$ cat config.mk
export PLATFORM = sky130hd
export DESIGN_NAME = slcd_latch
export DESIGN_NICKNAME = d
export VERILOG_FILES = /design/src/design/slcd_latch.v /design/src/design/slcd_sync.v
export VERILOG_INCLUDE_DIRS = /design/src /design/src/design
export SDC_FILE = /design/constraint.sdc
export NUM_CORES = 1
export LEC_CHECK = 0
export BUFFER_PORTS_ARGS = -buffer_cell sky130_fd_sc_hd__buf_2
export CORE_MARGIN = 8
export CORE_UTILIZATION = 40
export DETAILED_ROUTE_END_ITERATION = 8
export HOLD_SLACK_MARGIN = 0.12
export PLACE_DENSITY = 0.6
export SETUP_SLACK_MARGIN = 0.02
export SYNTH_ARGS = -nofsm -noshare
export SYNTH_HDL_FRONTEND = slang
export SYNTH_HIERARCHICAL = 1
export SYNTH_SLANG_ARGS = --single-unit
export TNS_END_PERCENT = 50
$ cat constraint.sdc
create_clock -name core_clk -period 6.2 [get_ports core_clk]
set_clock_uncertainty 0.2 [all_clocks]
set_input_delay 1.24 -clock core_clk [delete_from_list [all_inputs] [get_ports core_clk]]
set_output_delay 1.24 -clock core_clk [all_outputs]
set_load 0.01 [all_outputs]
$ cat src/design/slcd_defines.vh
// Shared constants for the serial LCD segment latch
`ifndef SLCD_DEFINES_VH
`define SLCD_DEFINES_VH
`define SLCD_WIDE_BITS    128
`define SLCD_NARROW_BITS  48
`define SLCD_FRONTPLANES  32
`define SLCD_BACKPLANES   4
`define SLCD_BYTE_BITS    8
`define SLCD_CNT_W        8
`define SLCD_LATCH_RESET  128'h0
`define SLCD_BYTE_LAST    4'h7
`define SLCD_PIN_IDLE     1'b0
`define SLCD_EN_IDLE      1'b1
`endif

$ cat src/design/slcd_latch.v
// Serial shift register and output latch for an LCD segment driver
// How it works
// - Wide mode stores 128 bits, 32x4 segments
// - Auto latch after 128 received bits in wide mode, 48 in narrow mode
// - Enable input latches data at any time in wide mode
// - Ack mode drives ninth-slot acknowledge
// - No-ack mode: bits back to back
// - Enable floating or high still works
// - Shift register separate from displayed latch
// - Narrow mode: 48 bits, 6 digits
// - Narrow mode ignores enable; shares the serial clock with wide mode
`timescale 1ns/1ps
`include "slcd_defines.vh"
module slcd_latch
#(
   parameter WIDE_BITS   = `SLCD_WIDE_BITS,
   parameter NARROW_BITS = `SLCD_NARROW_BITS,
   parameter CNT_W       = `SLCD_CNT_W
)
(
   core_clk,
   arst_n,
   ce,
   ser_clk,
   ser_data_i,
   ser_data_o,
   ser_data_oe,
   latch_en_n,
   ack_mode,
   narrow_mode,
   seg_out,
   latch_pulse
);
   input  wire                 core_clk;
   input  wire                 arst_n;
   input  wire                 ce;
   input  wire                 ser_clk;
   input  wire                 ser_data_i;
   output reg                  ser_data_o;
   output reg                  ser_data_oe;
   input  wire                 latch_en_n;
   input  wire                 ack_mode;
   input  wire                 narrow_mode;
   output reg  [WIDE_BITS-1:0] seg_out;
   output reg                  latch_pulse;

   ////////////////////////////////////////////////////////////////////////
   // Pin synchronisers
   wire clk_s;
   wire dat_s;
   wire en_n_s;

   slcd_sync #(.RESET_VAL(1'b0)) u_clk (
      .core_clk (core_clk),
      .arst_n   (arst_n),
      .ce       (ce),
      .pin_in   (ser_clk),
      .pin_sync (clk_s)
   );
   slcd_sync #(.RESET_VAL(1'b0)) u_dat (
      .core_clk (core_clk),
      .arst_n   (arst_n),
      .ce       (ce),
      .pin_in   (ser_data_i),
      .pin_sync (dat_s)
   );
   // Floating enable reads high, so idle is inactive
   slcd_sync #(.RESET_VAL(1'b1)) u_en (
      .core_clk (core_clk),
      .arst_n   (arst_n),
      .ce       (ce),
      .pin_in   (latch_en_n),
      .pin_sync (en_n_s)
   );
   // Straps are pins too; they settle two clocks after reset is released
   wire ack_s;
   wire narrow_s;

   slcd_sync #(.RESET_VAL(`SLCD_PIN_IDLE)) u_ack (
      .core_clk (core_clk),
      .arst_n   (arst_n),
      .ce       (ce),
      .pin_in   (ack_mode),
      .pin_sync (ack_s)
   );
   slcd_sync #(.RESET_VAL(`SLCD_PIN_IDLE)) u_nar (
      .core_clk (core_clk),
      .arst_n   (arst_n),
      .ce       (ce),
      .pin_in   (narrow_mode),
      .pin_sync (narrow_s)
   );

   ////////////////////////////////////////////////////////////////////////
   // Edge detection on synchronised pins
   reg clk_d;
   reg en_n_d;
   wire clk_rise = clk_s & ~clk_d;
   wire clk_fall = ~clk_s & clk_d;
   // Narrow mode has no enable pin at all
   wire en_fall  = ~en_n_s & en_n_d & ~narrow_s;

   ////////////////////////////////////////////////////////////////////////
   // Shift, count and latch
   reg  [WIDE_BITS-1:0] shift;
   reg  [CNT_W-1:0]     bit_cnt;
   reg  [3:0]           byte_bit;
   reg                  ack_slot;

   wire [CNT_W-1:0] frame_bits = narrow_s ? NARROW_BITS[CNT_W-1:0]
                                          : WIDE_BITS[CNT_W-1:0];
   wire             data_edge  = clk_rise & ~ack_slot;
   wire [CNT_W-1:0] next_cnt   = bit_cnt + {{(CNT_W-1){1'b0}}, 1'b1};
   wire             auto_latch = data_edge & (next_cnt == frame_bits);
   wire [WIDE_BITS-1:0] next_shift = {shift[WIDE_BITS-2:0], dat_s};
   wire             ack_edge   = clk_rise & ack_slot;

   ////////////////////////////////////////////////////////////////////////
   // Next-state logic
   reg  [3:0]           next_byte_bit;
   reg                  next_ack_slot;
   reg  [CNT_W-1:0]     next_bit_cnt;
   reg  [WIDE_BITS-1:0] next_seg;
   reg                  next_pulse;
   reg                  next_oe;

   // Byte position and acknowledge slot tracking
   always @*
   begin
      next_byte_bit = byte_bit;
      next_ack_slot = ack_slot;
      if (data_edge)
      begin
         if (byte_bit == `SLCD_BYTE_LAST)
         begin
            next_byte_bit = 4'h0;
            // Only the acknowledging option reserves a ninth clock
            next_ack_slot = ack_s;
         end
         else
         begin
            next_byte_bit = byte_bit + 4'h1;
         end
      end
      else if (ack_edge)
      begin
         next_ack_slot = 1'b0;
      end
      // Enable latch restarts byte framing unless auto latch wins
      if (en_fall && !auto_latch)
      begin
         next_byte_bit = 4'h0;
      end
   end

   // Auto latch has priority over a coincident enable edge
   always @*
   begin
      next_seg     = seg_out;
      next_pulse   = 1'b0;
      next_bit_cnt = bit_cnt;
      if (auto_latch)
      begin
         // Narrow frame sits in the low bits
         next_seg     = next_shift;
         next_pulse   = 1'b1;
         next_bit_cnt = {CNT_W{1'b0}};
      end
      else if (en_fall)
      begin
         next_seg     = shift;
         next_pulse   = 1'b1;
         next_bit_cnt = {CNT_W{1'b0}};
      end
      else if (data_edge)
      begin
         next_bit_cnt = next_cnt;
      end
   end

   // Ack drive moves only while the clock is low, never mid-bit
   always @*
   begin
      next_oe = ser_data_oe;
      if (clk_fall)
      begin
         next_oe = ack_slot;
      end
   end

   ////////////////////////////////////////////////////////////////////////
   // Edge history
   always @(posedge core_clk or negedge arst_n)
   begin
      if (!arst_n)
      begin
         clk_d  <= `SLCD_PIN_IDLE;
         en_n_d <= `SLCD_EN_IDLE;
      end
      else if (ce)
      begin
         clk_d  <= clk_s;
         en_n_d <= en_n_s;
      end
   end

   ////////////////////////////////////////////////////////////////////////
   // Shift register and framing
   always @(posedge core_clk or negedge arst_n)
   begin
      if (!arst_n)
      begin
         shift    <= `SLCD_LATCH_RESET;
         byte_bit <= 4'h0;
         ack_slot <= 1'b0;
         bit_cnt  <= {CNT_W{1'b0}};
      end
      else if (ce)
      begin
         if (data_edge)
         begin
            shift <= next_shift;
         end
         byte_bit <= next_byte_bit;
         ack_slot <= next_ack_slot;
         bit_cnt  <= next_bit_cnt;
      end
   end

   ////////////////////////////////////////////////////////////////////////
   // Displayed latch; shifting never reaches it directly
   always @(posedge core_clk or negedge arst_n)
   begin
      if (!arst_n)
      begin
         seg_out     <= `SLCD_LATCH_RESET;
         latch_pulse <= 1'b0;
      end
      else if (ce)
      begin
         seg_out     <= next_seg;
         latch_pulse <= next_pulse;
      end
   end

   ////////////////////////////////////////////////////////////////////////
   // Open-drain style: value stays low, the enable does the work
   always @(posedge core_clk or negedge arst_n)
   begin
      if (!arst_n)
      begin
         ser_data_o  <= 1'b0;
         ser_data_oe <= 1'b0;
      end
      else if (ce)
      begin
         ser_data_o  <= 1'b0;
         ser_data_oe <= next_oe;
      end
   end
endmodule // slcd_latch

$ cat src/design/slcd_sync.v
// Two-flop synchroniser for pin inputs
`timescale 1ns/1ps
module slcd_sync
#(
   parameter RESET_VAL = 1'b0
)
(
   core_clk,
   arst_n,
   ce,
   pin_in,
   pin_sync
);
   input  wire core_clk;
   input  wire arst_n;
   input  wire ce;
   input  wire pin_in;
   output wire pin_sync;

   reg stage1;
   reg stage2;

   // First stage feeds only the second
   always @(posedge core_clk or negedge arst_n)
   begin
      if (!arst_n)
      begin
         stage1 <= RESET_VAL;
         stage2 <= RESET_VAL;
      end
      else if (ce)
      begin
         stage1 <= pin_in;
         stage2 <= stage1;
      end
   end

   assign pin_sync = stage2;
endmodule // slcd_sync

## Word level (Yosys, flattened, before mapping)

Cells that the tools add are included.

- Add/subtract/negate cells: 2
- Equal/unequal tests: 3
- Muxes and demuxes: 14
- Bitwise operators: 12
- Reductions and logical operators: 12

Operators by type and width:

| operator | number |
|---|---|
| two-way mux 128 bit | 2 |
| two-way mux 8 bit | 4 |
| two-way mux 4 bit | 3 |
| AND reduction 2 bit | 5 |
| adder 8 x 1 -> 8 bit (second input constant) | 1 |
| == test 8 bit | 1 |
| bitwise AND 1 bit | 7 |
| nonzero test 2 bit | 3 |
| two-way mux 1 bit | 5 |
| inverter 1 bit | 5 |
| adder 4 x 1 -> 4 bit (second input constant) | 1 |
| == test 4 x 3 -> 1 bit (second input constant) | 1 |
| AND reduction 3 bit | 1 |
| nonzero test 3 bit | 1 |
| != test 2 x 1 -> 1 bit (second input constant) | 1 |
| logical AND 1 bit | 1 |
| logical NOT 1 bit | 1 |

- Bits in registers: 283
- Bits of input ports: 8
- Output and inout port bits: 131
- Word-level logic and storage cells: 62

## Longest topological paths before layout

Gate-level depths: netlist (run 1).

- Depth in word-level cells: 8
- Mapped depth: 11
- Mapped depth without buffers: 7

## Modules after synthesis

Netlist (run 1), hierarchy kept.

Modules (own cells, without submodules):

| module | instances | cells an instance | area an instance (sq um) | sequential area each (sq um) |
|---|---|---|---|---|
| slcd_latch | 1 | 829 | 11,544.8 | 6,832.8 |
| slcd_sync (u_ack ...) | 4 | 4 | 72.6 | 50.0 |
| slcd_sync (u_en) | 1 | 4 | 75.1 | 52.6 |

## Worst setup path before layout (run 1)

No wires, ideal clock.

- Path type: input -> register
- Start point: input ce
- End point: register shift[54]
- Library setup time: 125 ps
- Arrival time: 2,518 ps
- Data required time: 5,875 ps
- Slack: 3,358 ps
- Cell stages on the path: 5
- Buffers on the path: 2
- Cell sequence: nand3b_1 > nor2_1 > buf_1 > clkbuf_1 > mux2_2

- Cells in the longest elaborated chain, start to end: 1

Ends and longest elaborated chain:

| what | line | text |
|---|---|---|
| start: declaration | slcd_latch.v:36 | `input wire ce;` |
| AND reduction 2 bit (no source line) | - |  |
| end signal: assignment | slcd_latch.v:213 | `` shift <= `SLCD_LATCH_RESET; `` |
| end signal: assignment | slcd_latch.v:222 | `shift <= next_shift;` |
| end: declaration | slcd_latch.v:105 | `reg [WIDE_BITS-1:0] shift;` |

No other way between the ends.
A chain may end at the register's enable or synchronous reset.

## Worst setup path after layout (run 1)

- Start point: register bit_cnt[0]
- End point: register seg_out[108]

- Cells in the longest elaborated chain, start to end: 5
- Elaborated cells on any way between the ends: 6
- Those cells by class: 1 x add/sub; 1 x eq/ne; 1 x mux; 1 x bitwise; 2 x reduce/logical

Ends and longest elaborated chain:

| what | line | text |
|---|---|---|
| start: declaration | slcd_latch.v:106 | `reg [CNT_W-1:0] bit_cnt;` |
| start signal: assignment | slcd_latch.v:216 | `bit_cnt <= {CNT_W{1'b0}};` |
| start signal: assignment | slcd_latch.v:226 | `bit_cnt <= next_bit_cnt;` |
| adder 8 x 1 -> 8 bit (*) | slcd_latch.v:113 | `wire [CNT_W-1:0] next_cnt = bit_cnt + {{(CNT_W-1){1'b0}}, 1'b1};` |
| == test 8 bit (*) | slcd_latch.v:114 | `wire auto_latch = data_edge & (next_cnt == frame_bits);` |
| bitwise AND 1 bit (*) | slcd_latch.v:114 |  |
| nonzero test 2 bit (no source line) | - |  |
| AND reduction 2 bit (no source line) | - |  |
| end signal: assignment | slcd_latch.v:236 | `` seg_out <= `SLCD_LATCH_RESET; `` |
| end signal: assignment | slcd_latch.v:241 | `seg_out <= next_seg;` |
| end: declaration | slcd_latch.v:44 | `output reg [WIDE_BITS-1:0] seg_out;` |

Every way passes the cells marked *; elsewhere a longest branch is shown, timed or not.

==> results of run 1 <==
-- metrics by stage --
step	instances	worst slack (ns)	hold slack, ns
final	1368	2.325	0.3084
after detailed placement	1314	2.086	0.2944
after global routing	1368	2.070	0.3214
after global placement	1314	2.123	0.2904
after CTS	1368	2.331	0.3082
after floorplan	849	3.358	0.2749
-- worst max path at each step --
| stage | cells past startpoint | from | end |
|---|---|---|---|
| 6_report | 8 | bit_cnt[0] | seg_out[108] |
| 5_1_grt | 8 | bit_cnt[0] | seg_out[108] |
| 4_1_cts | 8 | bit_cnt[0] | seg_out[111] |
| 3_5_place_dp | 5 | ce | seg_out[100] |
| 3_3_place_gp | 5 | ce | seg_out[7] |
| 2_1_floorplan | 5 | ce | shift[54] |
-- cells by family after synthesis --
group | count (synthesis) | share of synthesized area
xor+xnor | 2 | 0.001471
buf+inv | 78 | 0.03635
compound gates | 165 | 0.1419
other cells | 1 | 0.0003149
fa+ha+maj | 2 | 0.002101
flops | 283 | 0.5949
mux | 142 | 0.1342
simple gates | 176 | 0.08877
-- synth_stat cells, drive strengths merged (4+ instances only) --
master,instances,area (um^2)
o31ai,4,30.03
clkbuf,29,108.9
mux2,141,1588
o21ai,10,50.05
o221a,128,1441
buf,46,312.8
a21oi,5,25.02
dfrtp,280,7007
or3,130,813.3
nand2,11,41.29
a31oi,4,25.02
nor2,6,22.52
nand3,8,40.04
-- cell type report --
type	instances	area, um^2	share of cell area
Clock inverter	7	65.06	0.004698
Sequential cell	283	7086	0.5117
Clock buffer	47	965.9	0.06975
Tap cell	390	488.0	0.03524
Inverter	3	11.26	0.0008132
Multi-Input combinational cell	488	4427	0.3197
Timing Repair Buffer	150	805.8	0.05819
-- critical path: stages, from the launching register on --
cell and delay [ns]:
sky130_fd_sc_hd__dfrtp_1 0.49, sky130_fd_sc_hd__ha_1 0.37, sky130_fd_sc_hd__and3_1 0.25, sky130_fd_sc_hd__a311oi_1 0.10, sky130_fd_sc_hd__o22a_1 0.25, sky130_fd_sc_hd__a211o_1 0.39, sky130_fd_sc_hd__nand2_4 0.81, sky130_fd_sc_hd__buf_4 0.58
sky130_fd_sc_hd__o221a_1 0.27
-- layer usage --
metal | GRT usage | vias to the layer above | wire, um
met5 | 0 | - | 0
met4 | 0.03428 | 0 | 494
met3 | 0.02828 | 31 | 1278
met2 | 0.2345 | 157 | 12270
met1 | 0.2049 | 3984 | 12610
li1 | - | 3515 | -
-- state kept, by name, summed over array words and instances, names as in the netlist, 4 cells and up --
register	flops
shift	128
seg_out	128
bit_cnt	8
byte_bit	4
-- power breakdown --
group          internal (W)  switching (W)  leakage [nW]
logic              0.000951       0.000810          2.32
registers           0.00235       0.000357          3.61
clock network       0.00110       0.000709         0.509
total               0.00441        0.00188          6.44
==> impl_metrics.xml, run 1 <==
<?xml version="1.0" encoding="UTF-8"?>
<metrics>
  <group name="clock_tree">
    <metric name="cts_htree_levels" unit="">1</metric>
    <metric name="cts.reportedPaths.clkPinSlew" unit="ns">0.06</metric>
    <metric name="cts_setup_buffers" unit="">0</metric>
    <metric name="cts_repair_resize_count" unit="">0</metric>
    <metric name="clkLatencyLatePin" unit="ns">0.54</metric>
    <metric name="clock_sink_count" unit="">283</metric>
    <metric name="ctsLongestPathBuffers" unit="">3</metric>
    <metric name="cts.hold.buffers_added" unit="">0</metric>
    <metric name="tritoncts.num_buffers" unit="">30</metric>
    <metric name="tritoncts" unit="">yes</metric>
    <metric name="cts.root.buffer_cell" unit="">sky130_fd_sc_hd__clkbuf_16</metric>
  </group>
  <group name="setup_path">
    <metric name="timing.critical_path.required" unit="ns">6.47</metric>
    <metric name="setup_crit_end_kind" unit="">register</metric>
    <metric name="crit_path_max_fanout" unit="">88</metric>
    <metric name="timing.critical_path.arrival" unit="ns">4.15</metric>
    <metric name="rr_worst_depth" unit="">8</metric>
    <metric name="rr_startpoint" unit="">bit_cnt[0]</metric>
    <metric name="setup.worst_path.class" unit="">reg -&gt; reg</metric>
    <metric name="reg2reg_slack" unit="ns">2.33</metric>
    <metric name="critPathLaunchType" unit="">register</metric>
    <metric name="timing.rr.end" unit="">seg_out[108]</metric>
  </group>
  <group name="routing">
    <metric name="drt.antenna.violating_nets" unit="">0</metric>
    <metric name="routed_vias" unit="">7687</metric>
    <metric name="post-route-drc-count" unit="">0</metric>
    <metric name="detail_route.iter0.violations" unit="">482</metric>
    <metric name="wire_length_after_detailed_routing" unit="mm">26.65</metric>
    <metric name="post_drt_wl_per_cell" unit="um">19.48</metric>
    <metric name="drtPass1Iterations" unit="">4</metric>
    <metric name="detail_route.vias_per_cell" unit="">5.619</metric>
  </group>
  <group name="logic_synthesis">
    <metric name="syn_inst" unit="">849</metric>
    <metric name="synth_seq_area_share" unit="">0.5949</metric>
    <metric name="number_of_enable_flip_flop_cells_after_synthesis" unit="">0</metric>
    <metric name="syn-num-nets" unit="">859</metric>
    <metric name="yosys_register_bits" unit="">283</metric>
    <metric name="ffs_w_async_s_r_synth" unit="">1.000</metric>
    <metric name="synth-warning-count" unit="">6</metric>
    <metric name="most_used_dff_post_synth" unit="">sky130_fd_sc_hd__dfrtp_1</metric>
    <metric name="yosysUniqueCellTypes" unit="">45</metric>
    <metric name="syn-mean-instance-area" unit="um^2">14.03</metric>
    <metric name="netlist_area_before_placement" unit="um^2">11910</metric>
  </group>
  <group name="hold_path">
    <metric name="timing.hold.worst.start" unit="">u_ack/stage1</metric>
    <metric name="hold-path-cell-count" unit="">1</metric>
    <metric name="hold_class" unit="">reg -&gt; reg</metric>
    <metric name="hold_path_end" unit="">u_ack/stage1</metric>
  </group>
  <group name="sta">
    <metric name="setup_tns_after_final_layout" unit="ns">0</metric>
    <metric name="setup_viol_count_final" unit="">0</metric>
    <metric name="final-hold-violation-count" unit="">0</metric>
    <metric name="worst-slew-pin-transition" unit="ns">1.186</metric>
    <metric name="min_period_over_period" unit="">0.6249</metric>
    <metric name="post-route-min-period" unit="ns">3.875</metric>
    <metric name="drv_slew" unit="">0</metric>
    <metric name="max-slew-margin-rel" unit="">0.2040</metric>
    <metric name="achievable-frequency" unit="MHz">258.1</metric>
    <metric name="rsz0062_at_grt" unit="">no</metric>
  </group>
  <group name="layout">
    <metric name="number_of_nets_in_the_layout" unit="">966</metric>
    <metric name="area_overhead_of_the_layout_relative_to_synthesis" unit="%">16.27</metric>
    <metric name="drive_above_1_share" unit="">0.3783</metric>
    <metric name="stdcell_area" unit="um^2">13850</metric>
    <metric name="n_antenna_cell" unit="">0</metric>
    <metric name="postLayoutCoreUtil" unit="">0.4697</metric>
    <metric name="num-fill-cells" unit="">2676</metric>
    <metric name="layout.cells.most_common" unit="">sky130_fd_sc_hd__dfrtp_1</metric>
    <metric name="most-common-layout-cells" unit="">280 x sky130_fd_sc_hd__dfrtp_1, 141 x sky130_fd_sc_hd__mux2_2, 136 x sky130_fd_sc_hd__buf_2, 130 x sky130_fd_sc_hd__or3_1, 109 x sky130_fd_sc_hd__o221a_1</metric>
  </group>
  <group name="power_and_ir_drop">
    <metric name="report.power.total" unit="W">0.006285</metric>
    <metric name="power.density_cell_area" unit="nW/um^2">453.8</metric>
    <metric name="p_leak" unit="nW">6.444</metric>
    <metric name="vdd_drop_max" unit="mV">0.2218</metric>
  </group>
  <group name="placement">
    <metric name="post_dp_cell_area" unit="um^2">12820</metric>
    <metric name="post-dp-hpwl" unit="mm">15.40</metric>
    <metric name="place_congestion" unit="">0.7577</metric>
    <metric name="placement.io_buffers" unit="">137</metric>
  </group>
  <group name="run">
    <metric name="maxCapViolations" unit="">0</metric>
  </group>
  <group name="global_route">
    <metric name="antenna_found_initial" unit="">0</metric>
    <metric name="maximum_number_of_pins_on_one_net_before_global_route_repair" unit="">105</metric>
    <metric name="gr-total-overflow" unit="">0</metric>
    <metric name="grt_use_total" unit="">0.1472</metric>
    <metric name="grt_pass1_vias" unit="">7999</metric>
    <metric name="grt_pass1_wl" unit="mm">44.10</metric>
  </group>
  <group name="floorplanning">
    <metric name="die_width" unit="um">188.6</metric>
    <metric name="die_height" unit="um">188.6</metric>
    <metric name="cell_rows" unit="">63</metric>
    <metric name="design.die.area" unit="um^2">35550</metric>
    <metric name="start_util" unit="">0.4040</metric>
    <metric name="floorplan.io_pins" unit="">139</metric>
    <metric name="core_area" unit="um^2">29480</metric>
  </group>
  <group name="run_status">
    <metric name="outcome" unit="">completed</metric>
  </group>
</metrics>
Power figures use the tool's default switching activity.
==> run 2: changes to the inputs <==
==> constraint.sdc (replaced) <==
create_clock -name core_clk -period 3.9 [get_ports core_clk]
set_clock_uncertainty 0.2 [all_clocks]
set_input_delay 0.78 -clock core_clk [delete_from_list [all_inputs] [get_ports core_clk]]
set_output_delay 0.78 -clock core_clk [all_outputs]
set_load 0.01 [all_outputs]
==> impl_metrics.xml, run 2 (synthesis gave the netlist of run 1 again) <==
<?xml version="1.0" encoding="UTF-8"?>
<metrics>
  <group name="clock_tree">
    <metric name="clkLatencyLatePin" unit="ns">0.54</metric>
    <metric name="ctsLongestPathBuffers" unit="">3</metric>
    <metric name="clock_sink_count" unit="">283</metric>
    <metric name="cts_setup_buffers" unit="">0</metric>
    <metric name="cts_htree_levels" unit="">1</metric>
    <metric name="cts.root.buffer_cell" unit="">sky130_fd_sc_hd__clkbuf_16</metric>
    <metric name="tritoncts" unit="">yes</metric>
    <metric name="cts_repair_resize_count" unit="">0</metric>
    <metric name="tritoncts.num_buffers" unit="">30</metric>
    <metric name="cts.reportedPaths.clkPinSlew" unit="ns">0.06</metric>
  </group>
  <group name="layout">
    <metric name="number_of_nets_in_the_layout" unit="">974</metric>
    <metric name="n_antenna_cell" unit="">0</metric>
    <metric name="top_regs" unit="">seg_out: 128 flops, shift: 128 flops, bit_cnt: 8 flops</metric>
    <metric name="layout.cells.most_common" unit="">sky130_fd_sc_hd__dfrtp_1</metric>
    <metric name="area_overhead_of_the_layout_relative_to_synthesis" unit="%">17.91</metric>
    <metric name="most-common-layout-cells" unit="">280 x sky130_fd_sc_hd__dfrtp_1, 141 x sky130_fd_sc_hd__mux2_2, 136 x sky130_fd_sc_hd__buf_2, 130 x sky130_fd_sc_hd__or3_1, 109 x sky130_fd_sc_hd__o221a_1</metric>
    <metric name="drive_above_1_share" unit="">0.3807</metric>
  </group>
  <group name="setup_path">
    <metric name="reg2reg_slack" unit="ns">0.65</metric>
    <metric name="setup.worst_path.class" unit="">reg -&gt; reg</metric>
    <metric name="timing.rr.end" unit="">seg_out[103]</metric>
    <metric name="timing.critical_path.arrival" unit="ns">3.52</metric>
    <metric name="crit_path_max_fanout" unit="">42</metric>
    <metric name="timing.critical_path.required" unit="ns">4.17</metric>
    <metric name="setup_crit_end_kind" unit="">register</metric>
    <metric name="critPathLaunchType" unit="">register</metric>
    <metric name="rr_startpoint" unit="">bit_cnt[0]</metric>
    <metric name="rr_worst_depth" unit="">8</metric>
  </group>
  <group name="placement">
    <metric name="place_congestion" unit="">0.8120</metric>
    <metric name="placement.io_buffers" unit="">137</metric>
    <metric name="post-dp-hpwl" unit="mm">15.69</metric>
  </group>
  <group name="hold_path">
    <metric name="hold_class" unit="">in -&gt; reg</metric>
    <metric name="timing.hold.worst.start" unit="">latch_en_n</metric>
    <metric name="hold-path-cell-count" unit="">2</metric>
    <metric name="hold_path_end" unit="">u_en/stage1</metric>
  </group>
  <group name="sta">
    <metric name="setup_tns_after_final_layout" unit="ns">0</metric>
    <metric name="setup_viol_count_final" unit="">0</metric>
    <metric name="rsz0062_at_grt" unit="">no</metric>
    <metric name="max-slew-margin-rel" unit="">0.5516</metric>
    <metric name="worst-slew-pin-transition" unit="ns">0.6726</metric>
    <metric name="achievable-frequency" unit="MHz">307.7</metric>
    <metric name="post-route-min-period" unit="ns">3.250</metric>
    <metric name="final-hold-violation-count" unit="">0</metric>
    <metric name="drv_slew" unit="">0</metric>
    <metric name="min_period_over_period" unit="">0.8332</metric>
    <metric name="hold_ws" unit="ns">0.2751</metric>
  </group>
  <group name="floorplanning">
    <metric name="cell_rows" unit="">63</metric>
    <metric name="floorplan.io_pins" unit="">139</metric>
    <metric name="design.die.area" unit="um^2">35550</metric>
    <metric name="die_width" unit="um">188.6</metric>
    <metric name="start_util" unit="">0.4040</metric>
    <metric name="core_area" unit="um^2">29480</metric>
    <metric name="die_height" unit="um">188.6</metric>
  </group>
  <group name="routing">
    <metric name="detail_route.vias_per_cell" unit="">5.607</metric>
    <metric name="post-route-drc-count" unit="">0</metric>
    <metric name="drtPass1Iterations" unit="">5</metric>
    <metric name="routed_vias" unit="">7710</metric>
    <metric name="detail_route.iter0.violations" unit="">523</metric>
    <metric name="post_drt_wl_per_cell" unit="um">19.29</metric>
    <metric name="drt.antenna.violating_nets" unit="">0</metric>
    <metric name="wire_length_after_detailed_routing" unit="mm">26.52</metric>
  </group>
  <group name="global_route">
    <metric name="antenna_found_initial" unit="">0</metric>
    <metric name="grt_pass1_vias" unit="">7928</metric>
    <metric name="maximum_number_of_pins_on_one_net_before_global_route_repair" unit="">133</metric>
    <metric name="grt_use_total" unit="">0.1475</metric>
    <metric name="grt_pass1_wl" unit="mm">44.39</metric>
    <metric name="gr-total-overflow" unit="">0</metric>
  </group>
  <group name="run_status">
    <metric name="outcome" unit="">completed</metric>
  </group>
  <group name="power_and_ir_drop">
    <metric name="power.density_cell_area" unit="nW/um^2">719.2</metric>
    <metric name="p_leak" unit="nW">6.534</metric>
    <metric name="vdd_drop_max" unit="mV">0.3449</metric>
  </group>
  <group name="run">
    <metric name="maxCapViolations" unit="">0</metric>
  </group>
</metrics>
run 2: cell count changes in the layout (fill, tap and decap cells not counted):
| cell | previous run | this run |
|---|---|---|
| sky130_fd_sc_hd__buf_12 | 1 | 10 |
| sky130_fd_sc_hd__buf_4 | 12 | 10 |
| sky130_fd_sc_hd__bufinv_16 | 1 | 4 |
| sky130_fd_sc_hd__clkbuf_1 | 3 | 4 |
| sky130_fd_sc_hd__clkbuf_8 | 13 | 8 |
| sky130_fd_sc_hd__clkinv_2 | 4 | 6 |
| sky130_fd_sc_hd__clkinvlp_4 | 2 | 0 |
| sky130_fd_sc_hd__dlygate4sd3_1 | 0 | 1 |
run 2: worst max path at each step:
stage	startpoint	end	cells past startpoint
global route	bit_cnt[0]	seg_out[118]	8
global placement	bit_cnt[0]	seg_out[53]	8
finish	bit_cnt[0]	seg_out[103]	8
CTS	bit_cnt[0]	seg_out[52]	8
floorplan	bit_cnt[0]	seg_out[100]	11
detailed placement	bit_cnt[0]	seg_out[62]	8
run 2: timing repair:
| item | 4_1_cts | 5_1_grt |
|---|---|---|
| hold endpoints to repair | 83 | 0 |
| hold buffers | 1 | 0 |
| setup endpoints to repair | 0 | 0 |
run 2: worst max-delay path, stage by stage (launching register included):
cell,delay (ns)
sky130_fd_sc_hd__dfrtp_1,0.45
sky130_fd_sc_hd__ha_1,0.33
sky130_fd_sc_hd__and3_1,0.21
sky130_fd_sc_hd__a311oi_1,0.28
sky130_fd_sc_hd__o22a_1,0.27
sky130_fd_sc_hd__a211o_1,0.34
sky130_fd_sc_hd__or2_4,0.57
sky130_fd_sc_hd__buf_12,0.28
sky130_fd_sc_hd__o221a_1,0.22
run 2: metal layers:
| metal | global-route usage | part of all wire | vias to the layer above |
|---|---|---|---|
| met2 | 0.2262 | 0.46 | 166 |
| met4 | 0.03848 | 0.019 | 0 |
| li1 | - | - | 3534 |
| met5 | 0 | 0 | - |
| met3 | 0.02643 | 0.048 | 40 |
| met1 | 0.2127 | 0.48 | 3970 |
run 2: metrics by stage:
| step | cell area [um^2] | instances | utilization | setup slack, ns | total power [W] |
|---|---|---|---|---|---|
| after floorplan | 11910 | 849 | - | 1.188 | 0.005978 |
| after global placement | 12980 | 1321 | 0.4404 | 0.7524 | 0.007179 |
| after detailed placement | 12980 | 1321 | 0.4404 | 0.6764 | 0.007219 |
| after CTS | 14040 | 1375 | 0.4764 | 0.6749 | 0.01027 |
| after global routing | 14040 | 1375 | 0.4764 | 0.4679 | 0.01074 |
| final | 14040 | 1375 | 0.4764 | 0.6503 | 0.01010 |
run 2: layout make-up:
type / count / area [um^2]
Clock buffer: 43 / 900.9
Clock inverter: 10 / 150.1
Fill cell: 2631 / 15440
Inverter: 3 / 11.26
Multi-Input combinational cell: 488 / 4427
Sequential cell: 283 / 7086
Tap cell: 390 / 488.0
Timing Repair Buffer: 158 / 980.9
run 2: report_power, final:
group / switching, W / total, W / internal (W)
Sequential: 0.000562 / 0.00431 / 0.00374
Clock: 0.00112 / 0.00297 / 0.00185
Combinational: 0.00129 / 0.00282 / 0.00153
Total: 0.00297 / 0.0101 / 0.00713
==> run 3: changes to the inputs <==
==> constraint.sdc (replaced) <==
create_clock -name core_clk -period 3.4 [get_ports core_clk]
set_clock_uncertainty 0.2 [all_clocks]
set_input_delay 0.68 -clock core_clk [delete_from_list [all_inputs] [get_ports core_clk]]
set_output_delay 0.68 -clock core_clk [all_outputs]
set_load 0.01 [all_outputs]
==> impl_metrics.xml, run 3 (synthesis gave the netlist of run 1 again) <==
<?xml version="1.0" encoding="UTF-8"?>
<metrics>
  <group name="power_and_ir_drop">
    <metric name="power.density_cell_area" unit="nW/um^2">825.3</metric>
    <metric name="vdd_drop_max" unit="mV">0.4589</metric>
    <metric name="p_leak" unit="nW">6.544</metric>
  </group>
  <group name="placement">
    <metric name="placement.io_buffers" unit="">137</metric>
    <metric name="place_congestion" unit="">0.8426</metric>
    <metric name="post-dp-hpwl" unit="mm">15.57</metric>
  </group>
  <group name="setup_path">
    <metric name="crit_path_max_fanout" unit="">89</metric>
    <metric name="timing.critical_path.arrival" unit="ns">3.33</metric>
    <metric name="setup_crit_end_kind" unit="">register</metric>
    <metric name="critPathLaunchType" unit="">register</metric>
    <metric name="timing.critical_path.required" unit="ns">3.68</metric>
    <metric name="critPathLaunch" unit="">bit_cnt[0]</metric>
    <metric name="setup.worst_path.class" unit="">reg -&gt; reg</metric>
    <metric name="reg2reg_slack" unit="ns">0.35</metric>
    <metric name="rr_startpoint" unit="">bit_cnt[0]</metric>
  </group>
  <group name="routing">
    <metric name="drtPass1Iterations" unit="">4</metric>
    <metric name="detail_route.iter0.violations" unit="">657</metric>
    <metric name="detail_route.vias_per_cell" unit="">5.567</metric>
    <metric name="routed_vias" unit="">7672</metric>
    <metric name="post_drt_wl_per_cell" unit="um">19.34</metric>
    <metric name="wire_length_after_detailed_routing" unit="mm">26.64</metric>
    <metric name="post-route-drc-count" unit="">0</metric>
    <metric name="drt.antenna.violating_nets" unit="">0</metric>
  </group>
  <group name="sta">
    <metric name="rsz0062_at_grt" unit="">no</metric>
    <metric name="post-route-min-period" unit="ns">3.049</metric>
    <metric name="max-slew-margin-rel" unit="">0.6317</metric>
    <metric name="setup_viol_count_final" unit="">0</metric>
    <metric name="min_period_over_period" unit="">0.8968</metric>
    <metric name="drv_slew" unit="">0</metric>
    <metric name="setup_tns_after_final_layout" unit="ns">0</metric>
    <metric name="final-hold-violation-count" unit="">0</metric>
    <metric name="worst-slew-pin-transition" unit="ns">0.5511</metric>
    <metric name="achievable-frequency" unit="MHz">328.0</metric>
  </group>
  <group name="layout">
    <metric name="number_of_nets_in_the_layout" unit="">976</metric>
    <metric name="layout.cells.most_common" unit="">sky130_fd_sc_hd__dfrtp_1</metric>
    <metric name="postLayoutCoreUtil" unit="">0.4777</metric>
    <metric name="n_antenna_cell" unit="">0</metric>
    <metric name="area_overhead_of_the_layout_relative_to_synthesis" unit="%">18.24</metric>
    <metric name="most-common-layout-cells" unit="">280 x sky130_fd_sc_hd__dfrtp_1, 141 x sky130_fd_sc_hd__mux2_2, 136 x sky130_fd_sc_hd__buf_2, 130 x sky130_fd_sc_hd__or3_1, 109 x sky130_fd_sc_hd__o221a_1</metric>
    <metric name="top_regs" unit="">seg_out: 128 flops, shift: 128 flops, bit_cnt: 8 flops</metric>
    <metric name="drive_above_1_share" unit="">0.3816</metric>
  </group>
  <group name="run_status">
    <metric name="outcome" unit="">completed</metric>
  </group>
  <group name="global_route">
    <metric name="antenna_found_initial" unit="">0</metric>
    <metric name="grt_pass1_vias" unit="">7748</metric>
    <metric name="grt_pass1_wl" unit="mm">43.85</metric>
    <metric name="grt_use_total" unit="">0.1465</metric>
    <metric name="maximum_number_of_pins_on_one_net_before_global_route_repair" unit="">91</metric>
    <metric name="gr-total-overflow" unit="">0</metric>
  </group>
  <group name="floorplanning">
    <metric name="die_height" unit="um">188.6</metric>
    <metric name="start_util" unit="">0.4040</metric>
    <metric name="die_width" unit="um">188.6</metric>
    <metric name="floorplan.io_pins" unit="">139</metric>
    <metric name="core_area" unit="um^2">29480</metric>
    <metric name="design.die.area" unit="um^2">35550</metric>
    <metric name="cell_rows" unit="">63</metric>
  </group>
  <group name="clock_tree">
    <metric name="cts.reportedPaths.clkPinSlew" unit="ns">0.06</metric>
    <metric name="cts_repair_resize_count" unit="">0</metric>
    <metric name="tritoncts.num_buffers" unit="">30</metric>
    <metric name="cts.root.buffer_cell" unit="">sky130_fd_sc_hd__clkbuf_16</metric>
    <metric name="clock_sink_count" unit="">283</metric>
    <metric name="tritoncts" unit="">yes</metric>
    <metric name="cts_htree_levels" unit="">1</metric>
    <metric name="ctsLongestPathBuffers" unit="">3</metric>
    <metric name="clkLatencyLatePin" unit="ns">0.55</metric>
  </group>
  <group name="hold_path">
    <metric name="timing.hold.worst.start" unit="">ser_clk</metric>
    <metric name="hold_class" unit="">in -&gt; reg</metric>
  </group>
  <group name="run">
    <metric name="maxCapViolations" unit="">0</metric>
  </group>
</metrics>
-- run 3: final timing paths --
path                                     end  cells past startpoint
worst max-delay path             seg_out[61]                      8
worst min register to register  u_ack/stage1                      1
worst max register to register   seg_out[61]                      8
min in group asynchronous       seg_out[107]                      2
max in group asynchronous             en_n_d                      3
worst min-delay path            u_clk/stage1                      2
-- run 3: worst max-delay path: stages (launching register included) --
cell and delay (ns):
sky130_fd_sc_hd__dfrtp_1 0.45, sky130_fd_sc_hd__ha_1 0.34, sky130_fd_sc_hd__and3_1 0.22, sky130_fd_sc_hd__a311oi_1 0.27, sky130_fd_sc_hd__o22a_1 0.28, sky130_fd_sc_hd__a211o_1 0.33, sky130_fd_sc_hd__or2_4 0.22, sky130_fd_sc_hd__buf_12 0.37
sky130_fd_sc_hd__o221a_1 0.27
-- run 3: area by class of cell --
cell class              instances  area, um^2
well taps                     390       488.0
inverters                       3       11.26
fillers                      2623       15400
multi-input cells             488        4427
repair buffers                160        1008
flip-flops and latches        283        7086
clock buffers                  41       852.1
clock inverters                13       210.2
-- run 3: power breakdown --
| part | switching (W) | total, W | internal, W | leakage (nW) |
|---|---|---|---|---|
| Combinational | 0.00148 | 0.00324 | 0.00176 | 2.42 |
| Clock | 0.00132 | 0.00345 | 0.00213 | 0.516 |
| Sequential | 0.000639 | 0.00493 | 0.00429 | 3.61 |
| Total | 0.00344 | 0.0116 | 0.00819 | 6.54 |
-- run 3: repair_timing --
| item | 4_1_cts | 5_1_grt |
|---|---|---|
| buffers inserted | 0 | 0 |
| setup endpoints to repair | 0 | 0 |
| hold endpoints to repair | 38 | 0 |
| hold buffers | 1 | 0 |
-- run 3: layer usage --
layer	part of all wire	vias up	track usage	wire length, um
li1	-	3530	-	-
met1	0.48	3950	0.2124	12910
met2	0.45	166	0.2247	12110
met3	0.043	26	0.02588	1145
met4	0.018	0	0.03548	481
met5	0	-	0	0
-- run 3: stage by stage --
stage,instance area [um^2],std cells,power (W),setup WS (ns),hold slack [ns]
after floorplan,11910,849,0.006857,0.6876,0.1844
after global placement,13010,1323,0.008245,0.4224,0.2883
after detailed placement,13010,1323,0.008277,0.4055,0.2945
after CTS,14080,1378,0.01180,0.3864,0.1442
after global routing,14080,1378,0.01232,0.1756,0.1516
final,14080,1378,0.01162,0.3510,0.1744
